===== config.mk =====
export PLATFORM = sky130hd
export DESIGN_NAME = flash_host
export DESIGN_NICKNAME = d
export VERILOG_FILES = /design/src/rtl/flash_host.v
export VERILOG_INCLUDE_DIRS = /design/src /design/src/rtl
export SDC_FILE = /design/constraint.sdc
export NUM_CORES = 1
export LEC_CHECK = 0
export BUFFER_PORTS_ARGS = -buffer_cell sky130_fd_sc_hd__buf_2
export CAP_MARGIN = 20
export CORE_MARGIN = 4
export CORE_UTILIZATION = 30
export DETAILED_ROUTE_END_ITERATION = 7
export GPL_TIMING_DRIVEN = 1
export PLACE_DENSITY = 0.48
export RECOVER_POWER = 100
export SLEW_MARGIN = 20
export SYNTH_ARGS = -nofsm -noshare
export SYNTH_HDL_FRONTEND = slang
export SYNTH_SLANG_ARGS = --single-unit

===== constraint.sdc =====
create_clock -name CLOCK_IN -period 5.31 [get_ports CLOCK_IN]
set_input_delay 0.2655 -clock CLOCK_IN [delete_from_list [all_inputs] [get_ports CLOCK_IN]]
set_output_delay 0.2655 -clock CLOCK_IN [all_outputs]
set_load 0.03 [all_outputs]

===== src/rtl/flash_host_consts.vh =====
// timing counts and field constants for the parallel flash host controller
// assumes a 125 MHz clock, period 8 ns
`ifndef FLASH_HOST_CONSTS_VH
`define FLASH_HOST_CONSTS_VH
`define CLK_PERIOD_NS      8
`define T_ACC_NS           70
`define T_ACC_CYC          ((`T_ACC_NS + `CLK_PERIOD_NS - 1) / `CLK_PERIOD_NS)
`define T_WP_NS            35
`define T_WP_CYC           ((`T_WP_NS + `CLK_PERIOD_NS - 1) / `CLK_PERIOD_NS)
`define T_SETUP_NS         16
`define T_SETUP_CYC        ((`T_SETUP_NS + `CLK_PERIOD_NS - 1) / `CLK_PERIOD_NS)
`define T_RST_NS           500
`define T_RST_CYC          ((`T_RST_NS + `CLK_PERIOD_NS - 1) / `CLK_PERIOD_NS)
`define T_READY_NS         500
`define T_READY_CYC        ((`T_READY_NS + `CLK_PERIOD_NS - 1) / `CLK_PERIOD_NS)
`define ADDR_W             18
`define DATA_W             16
`define CNT_W              8
`endif


===== src/rtl/flash_host.v =====
// host controller driving an asynchronous parallel flash through its pins
// assumes requests from same-clock logic; flash pins are outside the clock domain
// Overview of operation
// - reads drive chip select and output gate low, write strobe high, reset high
// - write strobe stays high for the whole read access
// - command writes drive write strobe and chip select low, output gate high
// - after standby wait the chip-select access time before sampling
`timescale 1ns/100ps
`include "flash_host_consts.vh"
module flash_host #(
  parameter RST_CYC   = `T_RST_CYC,
  parameter READY_CYC = `T_READY_CYC
) (
  // clock and reset
  input  wire                 CLOCK_IN,
  input  wire                 SRST_IN,
  // request side
  input  wire                 REQ_VALID_IN,
  input  wire                 REQ_WRITE_IN,
  input  wire                 BYTE_MODE_IN,
  input  wire [`ADDR_W:0]     REQ_ADDR_IN,
  input  wire [`DATA_W-1:0]   REQ_WDATA_IN,
  input  wire                 FLASH_RESET_REQ_IN,
  output reg                  REQ_READY_OUT,
  output reg                  RDATA_VALID_OUT,
  output reg  [`DATA_W-1:0]   RDATA_OUT,
  output reg                  BUSY_OUT,
  // flash pins
  output reg  [`ADDR_W-1:0]   ADDR_OUT,
  output reg                  CE_N_OUT,
  output reg                  OE_N_OUT,
  output reg                  WE_N_OUT,
  output reg                  RESET_N_OUT,
  output reg                  WORD_MODE_OUT,
  input  wire [`DATA_W-1:0]   DQ_IN,
  output reg  [`DATA_W-1:0]   DQ_OUT,
  output reg  [`DATA_W-1:0]   DQ_OE_N_OUT,
  input  wire                 READY_BUSY_N_IN
);
  localparam [2:0] S_IDLE  = 3'd0;
  localparam [2:0] S_RD    = 3'd1;
  localparam [2:0] S_WSET  = 3'd2;
  localparam [2:0] S_WPUL  = 3'd3;
  localparam [2:0] S_WHOLD = 3'd4;
  localparam [2:0] S_RST   = 3'd5;
  localparam [2:0] S_RREC  = 3'd6;
  localparam integer      ACC_I  = `T_ACC_CYC;
  localparam integer      WP_I   = `T_WP_CYC;
  localparam integer      SET_I  = `T_SETUP_CYC;
  localparam integer      RST_I  = RST_CYC;
  localparam integer      RDY_I  = READY_CYC;
  // counts cut to the counter width on purpose
  localparam [`CNT_W-1:0] ACC_C  = ACC_I[`CNT_W-1:0];
  localparam [`CNT_W-1:0] WP_C   = WP_I[`CNT_W-1:0];
  localparam [`CNT_W-1:0] SET_C  = SET_I[`CNT_W-1:0];
  localparam [`CNT_W-1:0] RST_C  = RST_I[`CNT_W-1:0];
  localparam [`CNT_W-1:0] RDY_C  = RDY_I[`CNT_W-1:0];

  reg  [2:0]          state;
  reg  [`CNT_W-1:0]   cnt;
  reg                 rb_s1;
  reg                 rb_s2;
  reg                 rb_s3;
  reg                 byte_mode;
  reg                 rb_level;
  reg  [`DATA_W-1:0]  dq_s1;
  reg  [`DATA_W-1:0]  dq_s2;
  reg  [`DATA_W-1:0]  dq_s3;
  reg  [`DATA_W-1:0]  dq_level;
  genvar              g;

  // ready/busy synchroniser, change counts once stages two and three agree
  always @(posedge CLOCK_IN)
  begin
    rb_s1 <= READY_BUSY_N_IN;
    rb_s2 <= rb_s1;
    rb_s3 <= rb_s2;
    if (SRST_IN)
      rb_level <= 1'b0;
    else if (rb_s2 == rb_s3)
      rb_level <= rb_s2;
  end

  // data pin synchroniser per bit, same agreement filter
  generate
    for (g = 0; g < `DATA_W; g = g + 1)
    begin : g_dq_sync
      always @(posedge CLOCK_IN)
      begin
        dq_s1[g] <= DQ_IN[g];
        dq_s2[g] <= dq_s1[g];
        dq_s3[g] <= dq_s2[g];
        if (dq_s2[g] == dq_s3[g])
          dq_level[g] <= dq_s2[g];
      end
    end
  endgenerate

  always @(posedge CLOCK_IN)
  begin
    if (SRST_IN)
    begin
      state           <= S_RST;
      cnt             <= RST_C;
      REQ_READY_OUT   <= 1'b0;
      RDATA_VALID_OUT <= 1'b0;
      RDATA_OUT       <= 16'h0000;
      BUSY_OUT        <= 1'b1;
      ADDR_OUT        <= 18'h0_0000;
      CE_N_OUT        <= 1'b1;
      OE_N_OUT        <= 1'b1;
      WE_N_OUT        <= 1'b1;
      RESET_N_OUT     <= 1'b0;
      WORD_MODE_OUT   <= 1'b1;
      DQ_OUT          <= 16'h0000;
      DQ_OE_N_OUT     <= 16'hFFFF;
      byte_mode       <= 1'b0;
    end
    else
    begin
      RDATA_VALID_OUT <= 1'b0;
      BUSY_OUT        <= (state != S_IDLE) | ~rb_level;
      case (state)
        S_IDLE:
        begin
          // standby between accesses: chip select high, reset high
          CE_N_OUT    <= 1'b1;
          OE_N_OUT    <= 1'b1;
          WE_N_OUT    <= 1'b1;
          DQ_OE_N_OUT <= 16'hFFFF;
          if (FLASH_RESET_REQ_IN)
          begin
            REQ_READY_OUT <= 1'b0;
            RESET_N_OUT   <= 1'b0;
            cnt           <= RST_C;
            state         <= S_RST;
          end
          else if (REQ_VALID_IN && REQ_READY_OUT)
          begin
            REQ_READY_OUT <= 1'b0;
            byte_mode     <= BYTE_MODE_IN;
            WORD_MODE_OUT <= ~BYTE_MODE_IN;
            ADDR_OUT      <= BYTE_MODE_IN ? REQ_ADDR_IN[`ADDR_W:1]
                                          : REQ_ADDR_IN[`ADDR_W-1:0];
            CE_N_OUT      <= 1'b0;
            if (REQ_WRITE_IN)
            begin
              // output gate stays high before strobe falls
              OE_N_OUT <= 1'b1;
              DQ_OUT   <= BYTE_MODE_IN ? {REQ_ADDR_IN[0], 7'h00, REQ_WDATA_IN[7:0]}
                                       : REQ_WDATA_IN;
              DQ_OE_N_OUT <= 16'h0000;
              cnt      <= SET_C;
              state    <= S_WSET;
            end
            else
            begin
              WE_N_OUT <= 1'b1;
              OE_N_OUT <= 1'b0;
              // top pin carries low address bit in byte mode
              DQ_OUT      <= {REQ_ADDR_IN[0], 15'h0000};
              DQ_OE_N_OUT <= BYTE_MODE_IN ? 16'h7FFF : 16'hFFFF;
              // full access time counted from chip select fall
              cnt         <= ACC_C;
              state       <= S_RD;
            end
          end
          else
            REQ_READY_OUT <= 1'b1;
        end
        S_RD:
        begin
          if (cnt == 8'h00)
          begin
            // sample one edge after the count; the four-edge synchroniser lag eats into the access time
            RDATA_OUT       <= byte_mode ? {8'h00, dq_level[7:0]} : dq_level;
            RDATA_VALID_OUT <= 1'b1;
            CE_N_OUT        <= 1'b1;
            OE_N_OUT        <= 1'b1;
            DQ_OE_N_OUT     <= 16'hFFFF;
            state           <= S_IDLE;
          end
          else
            cnt <= cnt - 8'h01;
        end
        S_WSET:
        begin
          if (cnt == 8'h00)
          begin
            WE_N_OUT <= 1'b0;
            cnt      <= WP_C;
            state    <= S_WPUL;
          end
          else
            cnt <= cnt - 8'h01;
        end
        S_WPUL:
        begin
          if (cnt == 8'h00)
          begin
            // rising strobe latches the command cycle
            WE_N_OUT <= 1'b1;
            cnt      <= SET_C;
            state    <= S_WHOLD;
          end
          else
            cnt <= cnt - 8'h01;
        end
        S_WHOLD:
        begin
          if (cnt == 8'h00)
          begin
            CE_N_OUT    <= 1'b1;
            DQ_OE_N_OUT <= 16'hFFFF;
            state       <= S_IDLE;
          end
          else
            cnt <= cnt - 8'h01;
        end
        S_RST:
        begin
          CE_N_OUT    <= 1'b1;
          OE_N_OUT    <= 1'b1;
          WE_N_OUT    <= 1'b1;
          DQ_OE_N_OUT <= 16'hFFFF;
          RESET_N_OUT <= 1'b0;
          if (cnt == 8'h00)
          begin
            RESET_N_OUT <= 1'b1;
            cnt         <= RDY_C;
            state       <= S_RREC;
          end
          else
            cnt <= cnt - 8'h01;
        end
        S_RREC:
        begin
          // device back in array read after recovery
          if (cnt == 8'h00)
            state <= S_IDLE;
          else
            cnt <= cnt - 8'h01;
        end
        default:
          state <= S_IDLE;
      endcase
    end
  end
endmodule


==> metrics.txt, run 1 <==
vias after detailed routing=between 4,000 and 5,000; die height=between 100 and 150 microns; Hold Path Class=primary input to flip-flop; final instance area=6510 sq um; Initial Util=0.307; post-route ant nets=0; Rel. slew slack=-1.07; reg2reg path depth=7; GRT Util Overall=0.131; post_cts resized=0; routability cong.=0.870; clock buffer depth=2; synthesized area=5100 sq um; Synth Register Bits=140; global-route wire length before repair=20,300 microns; CP max FO=11; number of global-route vias before repair=approximately 3,800; H-tree levels=4; WS Path Type=flip-flop to flip-flop; Vias/cell=4.64; CTS tree=built; final hold vios=0; Worst Hold Endpoint=DQ_OUT[9]$_SDFFE_PP0P_; die footprint=19,200 sq um; Fin Clk Skew=8.55 ps; Seq/Total Area, Yosys=0.581; hold path startpoint=REQ_WDATA_IN[9]; post-synth top area share=0.486; post-route setup TNS=0 ps; Setup Viol. Count Final=0; Worst Hold Depth=3; Max Clk Rate=roughly 270 MHz; synthesized area per cell=10.0 sq um; count of cell types in the netlist=50; chip width=138 microns; syn_nets=around 570; Inst Count DP=814; DP Area=just under 6000 sq um; layout cell share with drive strength beyond 1=0.150; Critical Path RT=5600 ps; RSZ-0062 raised after global routing=no; worst r2r src=cnt[0]$_SDFFE_PP1P_; Area contributors post-synth=dfxtp_1, edfxtp_1, a21oi_1; Detailed Route Iter0 Violations=approximately 170; CP Data Arrival Time=3950 ps; final hold slack=109 ps; CTS clk-pin slew, worst paths=roughly 60 ps; number of diodes=0; Final period util=0.690; clock sinks=140; initial antenna violation count=0; Yosys warning count=0; GRT overflow=0; Num CTS Buffers=17; Rows=47; WL per Instance=14.3 microns; Syn-to-layout area delta=27.6%; Post-synth EDFFs=16; PortBufs=roughly 130; Post-synth top flop=dfxtp_1; Worst-Skew Late Latency=roughly 400 ps; Worst VDD drop=0.239 mV; status=finished, violations left; CTS root buffer=clkbuf_16; drt pass-1 iters=4; max-slew violations=66; worst slew pin tran=between 3000 and 4000 ps; Total Wirelength=12,400 microns; IO Count=132; static leakage=2.43 nW; non-filler instance count after layout=865; ys async rst share=0; minimum clock period=between 3000 and 4000 ps; pwr/cell area=around 380 nW/um^2; max_cap viols=1; Final Power=~0.0025 W; pin count of the biggest net entering global routing=66; residual DRC count=0; leading area contributor after synthesis=dfxtp_1; nets=691; r2r setup slk=about 1600 ps; reg2reg end=cnt[4]$_SDFFE_PP1P_; startpoint types=flip-flop; CP Capture Type=flip-flop; Post-DP HPWL=8520 microns; failing checks=capacitance limit, slew limit; Core Area=16,600 sq um; Mapped Cells=508
-- cells in the mapped netlist, types with 2 or more instances --
| library cell | instances |
|---|---|
| and3_1 | 3 |
| buf_1 | 9 |
| nand3_1 | 17 |
| or2_2 | 3 |
| a21o_1 | 3 |
| o211ai_1 | 4 |
| a21oi_1 | 49 |
| a31oi_1 | 3 |
| mux2i_1 | 21 |
| buf_2 | 4 |
| buf_4 | 15 |
| nor3b_1 | 8 |
| inv_1 | 8 |
| nor3_2 | 2 |
| nand4_1 | 3 |
| o21ai_0 | 14 |
| a22o_1 | 2 |
| nor3_1 | 5 |
| nor4b_1 | 2 |
| a41oi_1 | 2 |
| nor4_1 | 2 |
| nor2_1 | 46 |
| edfxtp_1 | 16 |
| nand2_1 | 56 |
| o31ai_1 | 5 |
| a211oi_1 | 23 |
| a221oi_1 | 3 |
| nand2b_1 | 3 |
| dfxtp_1 | 124 |
| clkbuf_1 | 18 |
| xnor2_1 | 16 |
-- power breakdown --
part           internal, W  switching (W)
registers          0.00111      0.0000141
logic            0.0000458      0.0000420
clock network     0.000813       0.000438
total              0.00196       0.000494
-- stage by stage --
stage | util | worst slack [ps]
2_1_floorplan | - | 3290
3_3_place_gp | 0.349 | 2580
3_5_place_dp | 0.349 | 2430
4_1_cts | 0.397 | 2390
5_1_grt | 0.391 | 1390
6_report | 0.391 | 1650
-- what timing repair did --
| item | 4_1_cts | 5_1_grt |
|---|---|---|
| hold endpoints to repair | 17 | 0 |
| setup buffers | 0 | 0 |
| hold buffers | 17 | 0 |
-- placed cells by master (no fill, tap or decap), types with 2 or more instances in the layout --
cell type      count
a211oi_1          23
a21o_1             3
a21oi_1           49
a221oi_1           3
a22o_1             2
a31oi_1            3
a41oi_1            2
and3_1             3
buf_2             57
bufinv_16          4
clkbuf_1          78
clkbuf_16         18
clkinv_2           3
clkinvlp_4         3
dfxtp_1          124
dlygate4sd3_1     17
edfxtp_1          16
inv_1              8
mux2i_1           21
nand2_1           56
nand2b_1           3
nand3_1           17
nand4_1            3
nor2_1            46
nor3_1             5
nor3_2             2
nor3b_1            8
nor4_1             2
nor4b_1            3
o211ai_1           4
o21ai_0           14
o31ai_1            5
or2_2              3
xnor2_1           16
-- per-layer routing --
layer / GRT usage / wire length (microns) / share of wire / up-vias
met3: 0.0456 / 709 / 0.057 / 15
met1: 0.154 / 5260 / 0.42 / 1850
met5: 0 / 0 / 0 / -
met4: 0.0515 / 183 / 0.015 / 0
met2: 0.221 / 6230 / 0.50 / 111
li1: - / - / - / 2035
-- worst max path at each step --
stage,from,to,slack (ps),depth (start not counted)
after floorplan,cnt[0]$_SDFFE_PP1P_,cnt[4]$_SDFFE_PP1P_,3290,8
after global placement,cnt[0]$_SDFFE_PP1P_,cnt[4]$_SDFFE_PP1P_,2580,7
after detailed placement,cnt[0]$_SDFFE_PP1P_,cnt[4]$_SDFFE_PP1P_,2430,7
after CTS,cnt[0]$_SDFFE_PP1P_,cnt[4]$_SDFFE_PP1P_,2390,7
after global routing,cnt[0]$_SDFFE_PP1P_,cnt[4]$_SDFFE_PP1P_,1390,7
final,cnt[0]$_SDFFE_PP1P_,cnt[4]$_SDFFE_PP1P_,1650,7
-- flip-flops by register name (all words and copies together) (netlist names) --
name             cells
ADDR_OUT            18
BUSY_OUT             1
CE_N_OUT             1
DQ_OE_N_OUT          2
DQ_OUT              16
OE_N_OUT             1
RDATA_OUT           16
RDATA_VALID_OUT      1
REQ_READY_OUT        1
RESET_N_OUT          1
WE_N_OUT             1
WORD_MODE_OUT        1
byte_mode            1
cnt                  8
dq_level            16
dq_s1               16
dq_s2               16
dq_s3               16
rb_level             1
rb_s1                1
rb_s2                1
rb_s3                1
state                3
-- kinds of logic (layout without fill, tap and decap cells) --
group	after synthesis	count (layout)	synth area share
multiplexers	21	21	0.0412
buffers and inverters	54	191	0.0517
AO/OA/AOI/OAI	118	118	0.146
adder cells (fa/ha/maj)	1	1	0.00245
XOR/XNOR	17	17	0.0292
flip-flops	140	140	0.581
AND/OR/NAND/NOR	157	157	0.149
-- critical path, cell delays in order (launching register included) --
cell and delay [ps]:
dfxtp_1 350, inv_1 100, ha_1 230, nor4b_1 880
nand2_1 430, o21ai_0 1090, a31oi_1 100, a211o_2 350
-- cell type report --
class / count / area, sq um
fillers: 1668 / 10100
flip-flops and latches: 140 / 2960
multi-input cells: 314 / 1860
repair buffers: 151 / 753
clock buffers: 21 / 462
well taps: 220 / 275
clock inverters: 11 / 166
inverters: 8 / 30.0
Note: power is estimated with default switching activity, not from simulation.
==> inputs of run 2 (changes only) <==
==> constraint.sdc (replaced) <==
create_clock -name CLOCK_IN -period 3.5 [get_ports CLOCK_IN]
set_input_delay 0.175 -clock CLOCK_IN [delete_from_list [all_inputs] [get_ports CLOCK_IN]]
set_output_delay 0.175 -clock CLOCK_IN [all_outputs]
set_load 0.03 [all_outputs]
==> run 2 against run 1 <==
The run now ends clean. Die area did not move. Sequential share of layout area barely moved. Maximum frequency rose by 40%. Cell count is 0.58% higher. First-iteration DRC count up 9.2%. Total power up 46%. Critical path depth stayed put. Wire length is 0.27% higher. Sequential cell count unchanged. Setup slack got worse by 760 ps. Largest cell class unchanged.
==> metrics.txt, run 2 (synthesized netlist as in run 1, its figures left out) <==
status=finished clean; RSZ-0062 raised after global routing=no; startpoint types=flip-flop; routability cong.=0.855; final setup margin=887 ps; Worst Hold Depth=3; Setup WS pre-CTS=approximately 600 ps; WL met1=5180 microns; layout cell share with drive strength beyond 1=0.149; CP Capture Type=flip-flop; post-route setup TNS=0 ps; WL per Instance=14.3 microns; most common cell after layout, fill and taps aside=dfxtp_1; nets=696; Worst Hold Endpoint=DQ_OUT[10]$_SDFFE_PP0P_; final hold slack=19.0 ps; clock buffer depth=2; CP max FO=11; GRT overflow=0; Vias/cell=4.66; hold path startpoint=REQ_WDATA_IN[10]; crit-path leading delay family=compound AO/OA/AOI/OAI gates; Fin Clk Skew=7.12 ps; top sig layer=met4; Total Wirelength=12,400 microns; residual DRC count=0; r2r setup slk=between 800 and 900 ps; max-slew violations=0; Post-CTS Setup Bufs=0; die footprint=19,200 sq um; CP Data Arrival Time=slightly below 3000 ps; Setup Viol. Count Final=0; clock sinks=140; static leakage=2.45 nW; number of global-route vias before repair=just under 4,000; global-route wire length before repair=~20,000 microns; WS Path Type=flip-flop to flip-flop; Final period util=0.746; Rows=47; pin count of the biggest net entering global routing=56; minimum clock period=2610 ps; worst r2r src=cnt[0]$_SDFFE_PP1P_; non-filler instance count after layout=just under 900; Inst Count DP=817; CTS root buffer=clkbuf_16; IO Count=132; slowest cell delay on critical path=700 ps; Core Area=16,600 sq um; GRT Util Overall=0.131; reg2reg path depth=7; final instance area=6520 sq um; Worst-Skew Late Latency=420 ps; post-route ant nets=0; final hold vios=0; max_cap viols=0; Top reg by flops=ADDR_OUT; CP Cell Sequence=inv_1 -> ha_1 -> nor4b_4 -> nand2_1 -> o21ai_1 -> a31oi_1 -> a211o_2; WL met2=approximately 6200 microns; die height=138 microns; CTS tree=built; Num CTS Buffers=17; sequential share of power=0.474; chip width=138 microns; Sw Share=0.214; PortBufs=131; Crit-path slowest cell=o21ai_1; DP Area=5830 sq um; Initial Util=0.307; met3 WL=747 microns; vias after detailed routing=4,058; max reg flops=18; worst slew pin tran=1030 ps; Post-DP HPWL=8660 microns; logic gate share of total power=0.038; CP Buf/Inv Count=1; Max Clk Rate=383 MHz; initial antenna violation count=0; number of diodes=0; drt pass-1 iters=7; Worst VDD drop=0.314 mV; Critical Path RT=3800 ps; fillers=around 1,700; clock power share=0.488; Hold Path Class=primary input to flip-flop; pwr/cell area=551 nW/um^2; Rel. slew slack=0.315; Sw Pwr=0.000767 W; most frequent cells in the layout=dfxtp_1, clkbuf_1, buf_2; reg2reg end=cnt[4]$_SDFFE_PP1P_; Detailed Route Iter0 Violations=189; Syn-to-layout area delta=27.7%; H-tree levels=4; CTS clk-pin slew, worst paths=60 ps; internal power=~0.0028 W
==> run 2: timing repair <==
action / in CTS / in global routing
hold endpoints to repair: 21 / 0
resized for setup: 0 / 0
hold buffers: 21 / 0
==> run 2: worst max-delay path by stage <==
stage | from | to | slack, ps | cells past startpoint
floorplan | cnt[0]$_SDFFE_PP1P_ | cnt[4]$_SDFFE_PP1P_ | 1480 | 8
global placement | cnt[0]$_SDFFE_PP1P_ | cnt[4]$_SDFFE_PP1P_ | 730 | 7
detailed placement | cnt[0]$_SDFFE_PP1P_ | cnt[4]$_SDFFE_PP1P_ | 590 | 7
CTS | cnt[0]$_SDFFE_PP1P_ | cnt[4]$_SDFFE_PP1P_ | 550 | 7
global route | state[2]$_SDFFE_PP1P_ | RDATA_OUT[12]$_SDFFE_PP0P_ | 660 | 7
finish | cnt[0]$_SDFFE_PP1P_ | cnt[4]$_SDFFE_PP1P_ | 890 | 7
==> run 2: area by class of cell <==
class	count	area (sq um)	area share
timing repair buffer	156	796	0.122
sequential	140	2960	0.455
inverter	8	30.0	0.00461
clock inverter	13	140	0.0215
multi-input combinational	314	1870	0.287
tap	220	275	0.0423
clock buffer	19	443	0.0680
==> run 2: power groups by stage <==
stage                     clock [W]  combinational (W)  sequential, W
final                       0.00175           0.000138        0.00170
after global routing        0.00188           0.000152        0.00170
after CTS                   0.00181           0.000139        0.00170
after detailed placement          0           0.000121        0.00173
after global placement            0           0.000118        0.00173
after floorplan                   0          0.0000697        0.00173
==> run 2: through the flow <==
step,total power (W),utilization
6_report,0.00359,0.391
3_3_place_gp,0.00185,0.350
5_1_grt,0.00374,0.391
2_1_floorplan,0.00180,-
3_5_place_dp,0.00186,0.350
4_1_cts,0.00365,0.398
==> run 2: per-layer routing <==
| metal | up-vias | GRT usage |
|---|---|---|
| li1 | 2043 | - |
| met1 | 1863 | 0.152 |
| met2 | 130 | 0.223 |
| met3 | 22 | 0.0411 |
| met4 | 0 | 0.0598 |
| met5 | - | 0 |
==> run 2: worst register-to-register path: stages (launching register included) <==
cell and delay [ps]:
dfxtp_1 360, inv_1 100, ha_1 230, nor4b_4 390
nand2_1 300, o21ai_1 700, a31oi_1 90, a211o_2 330
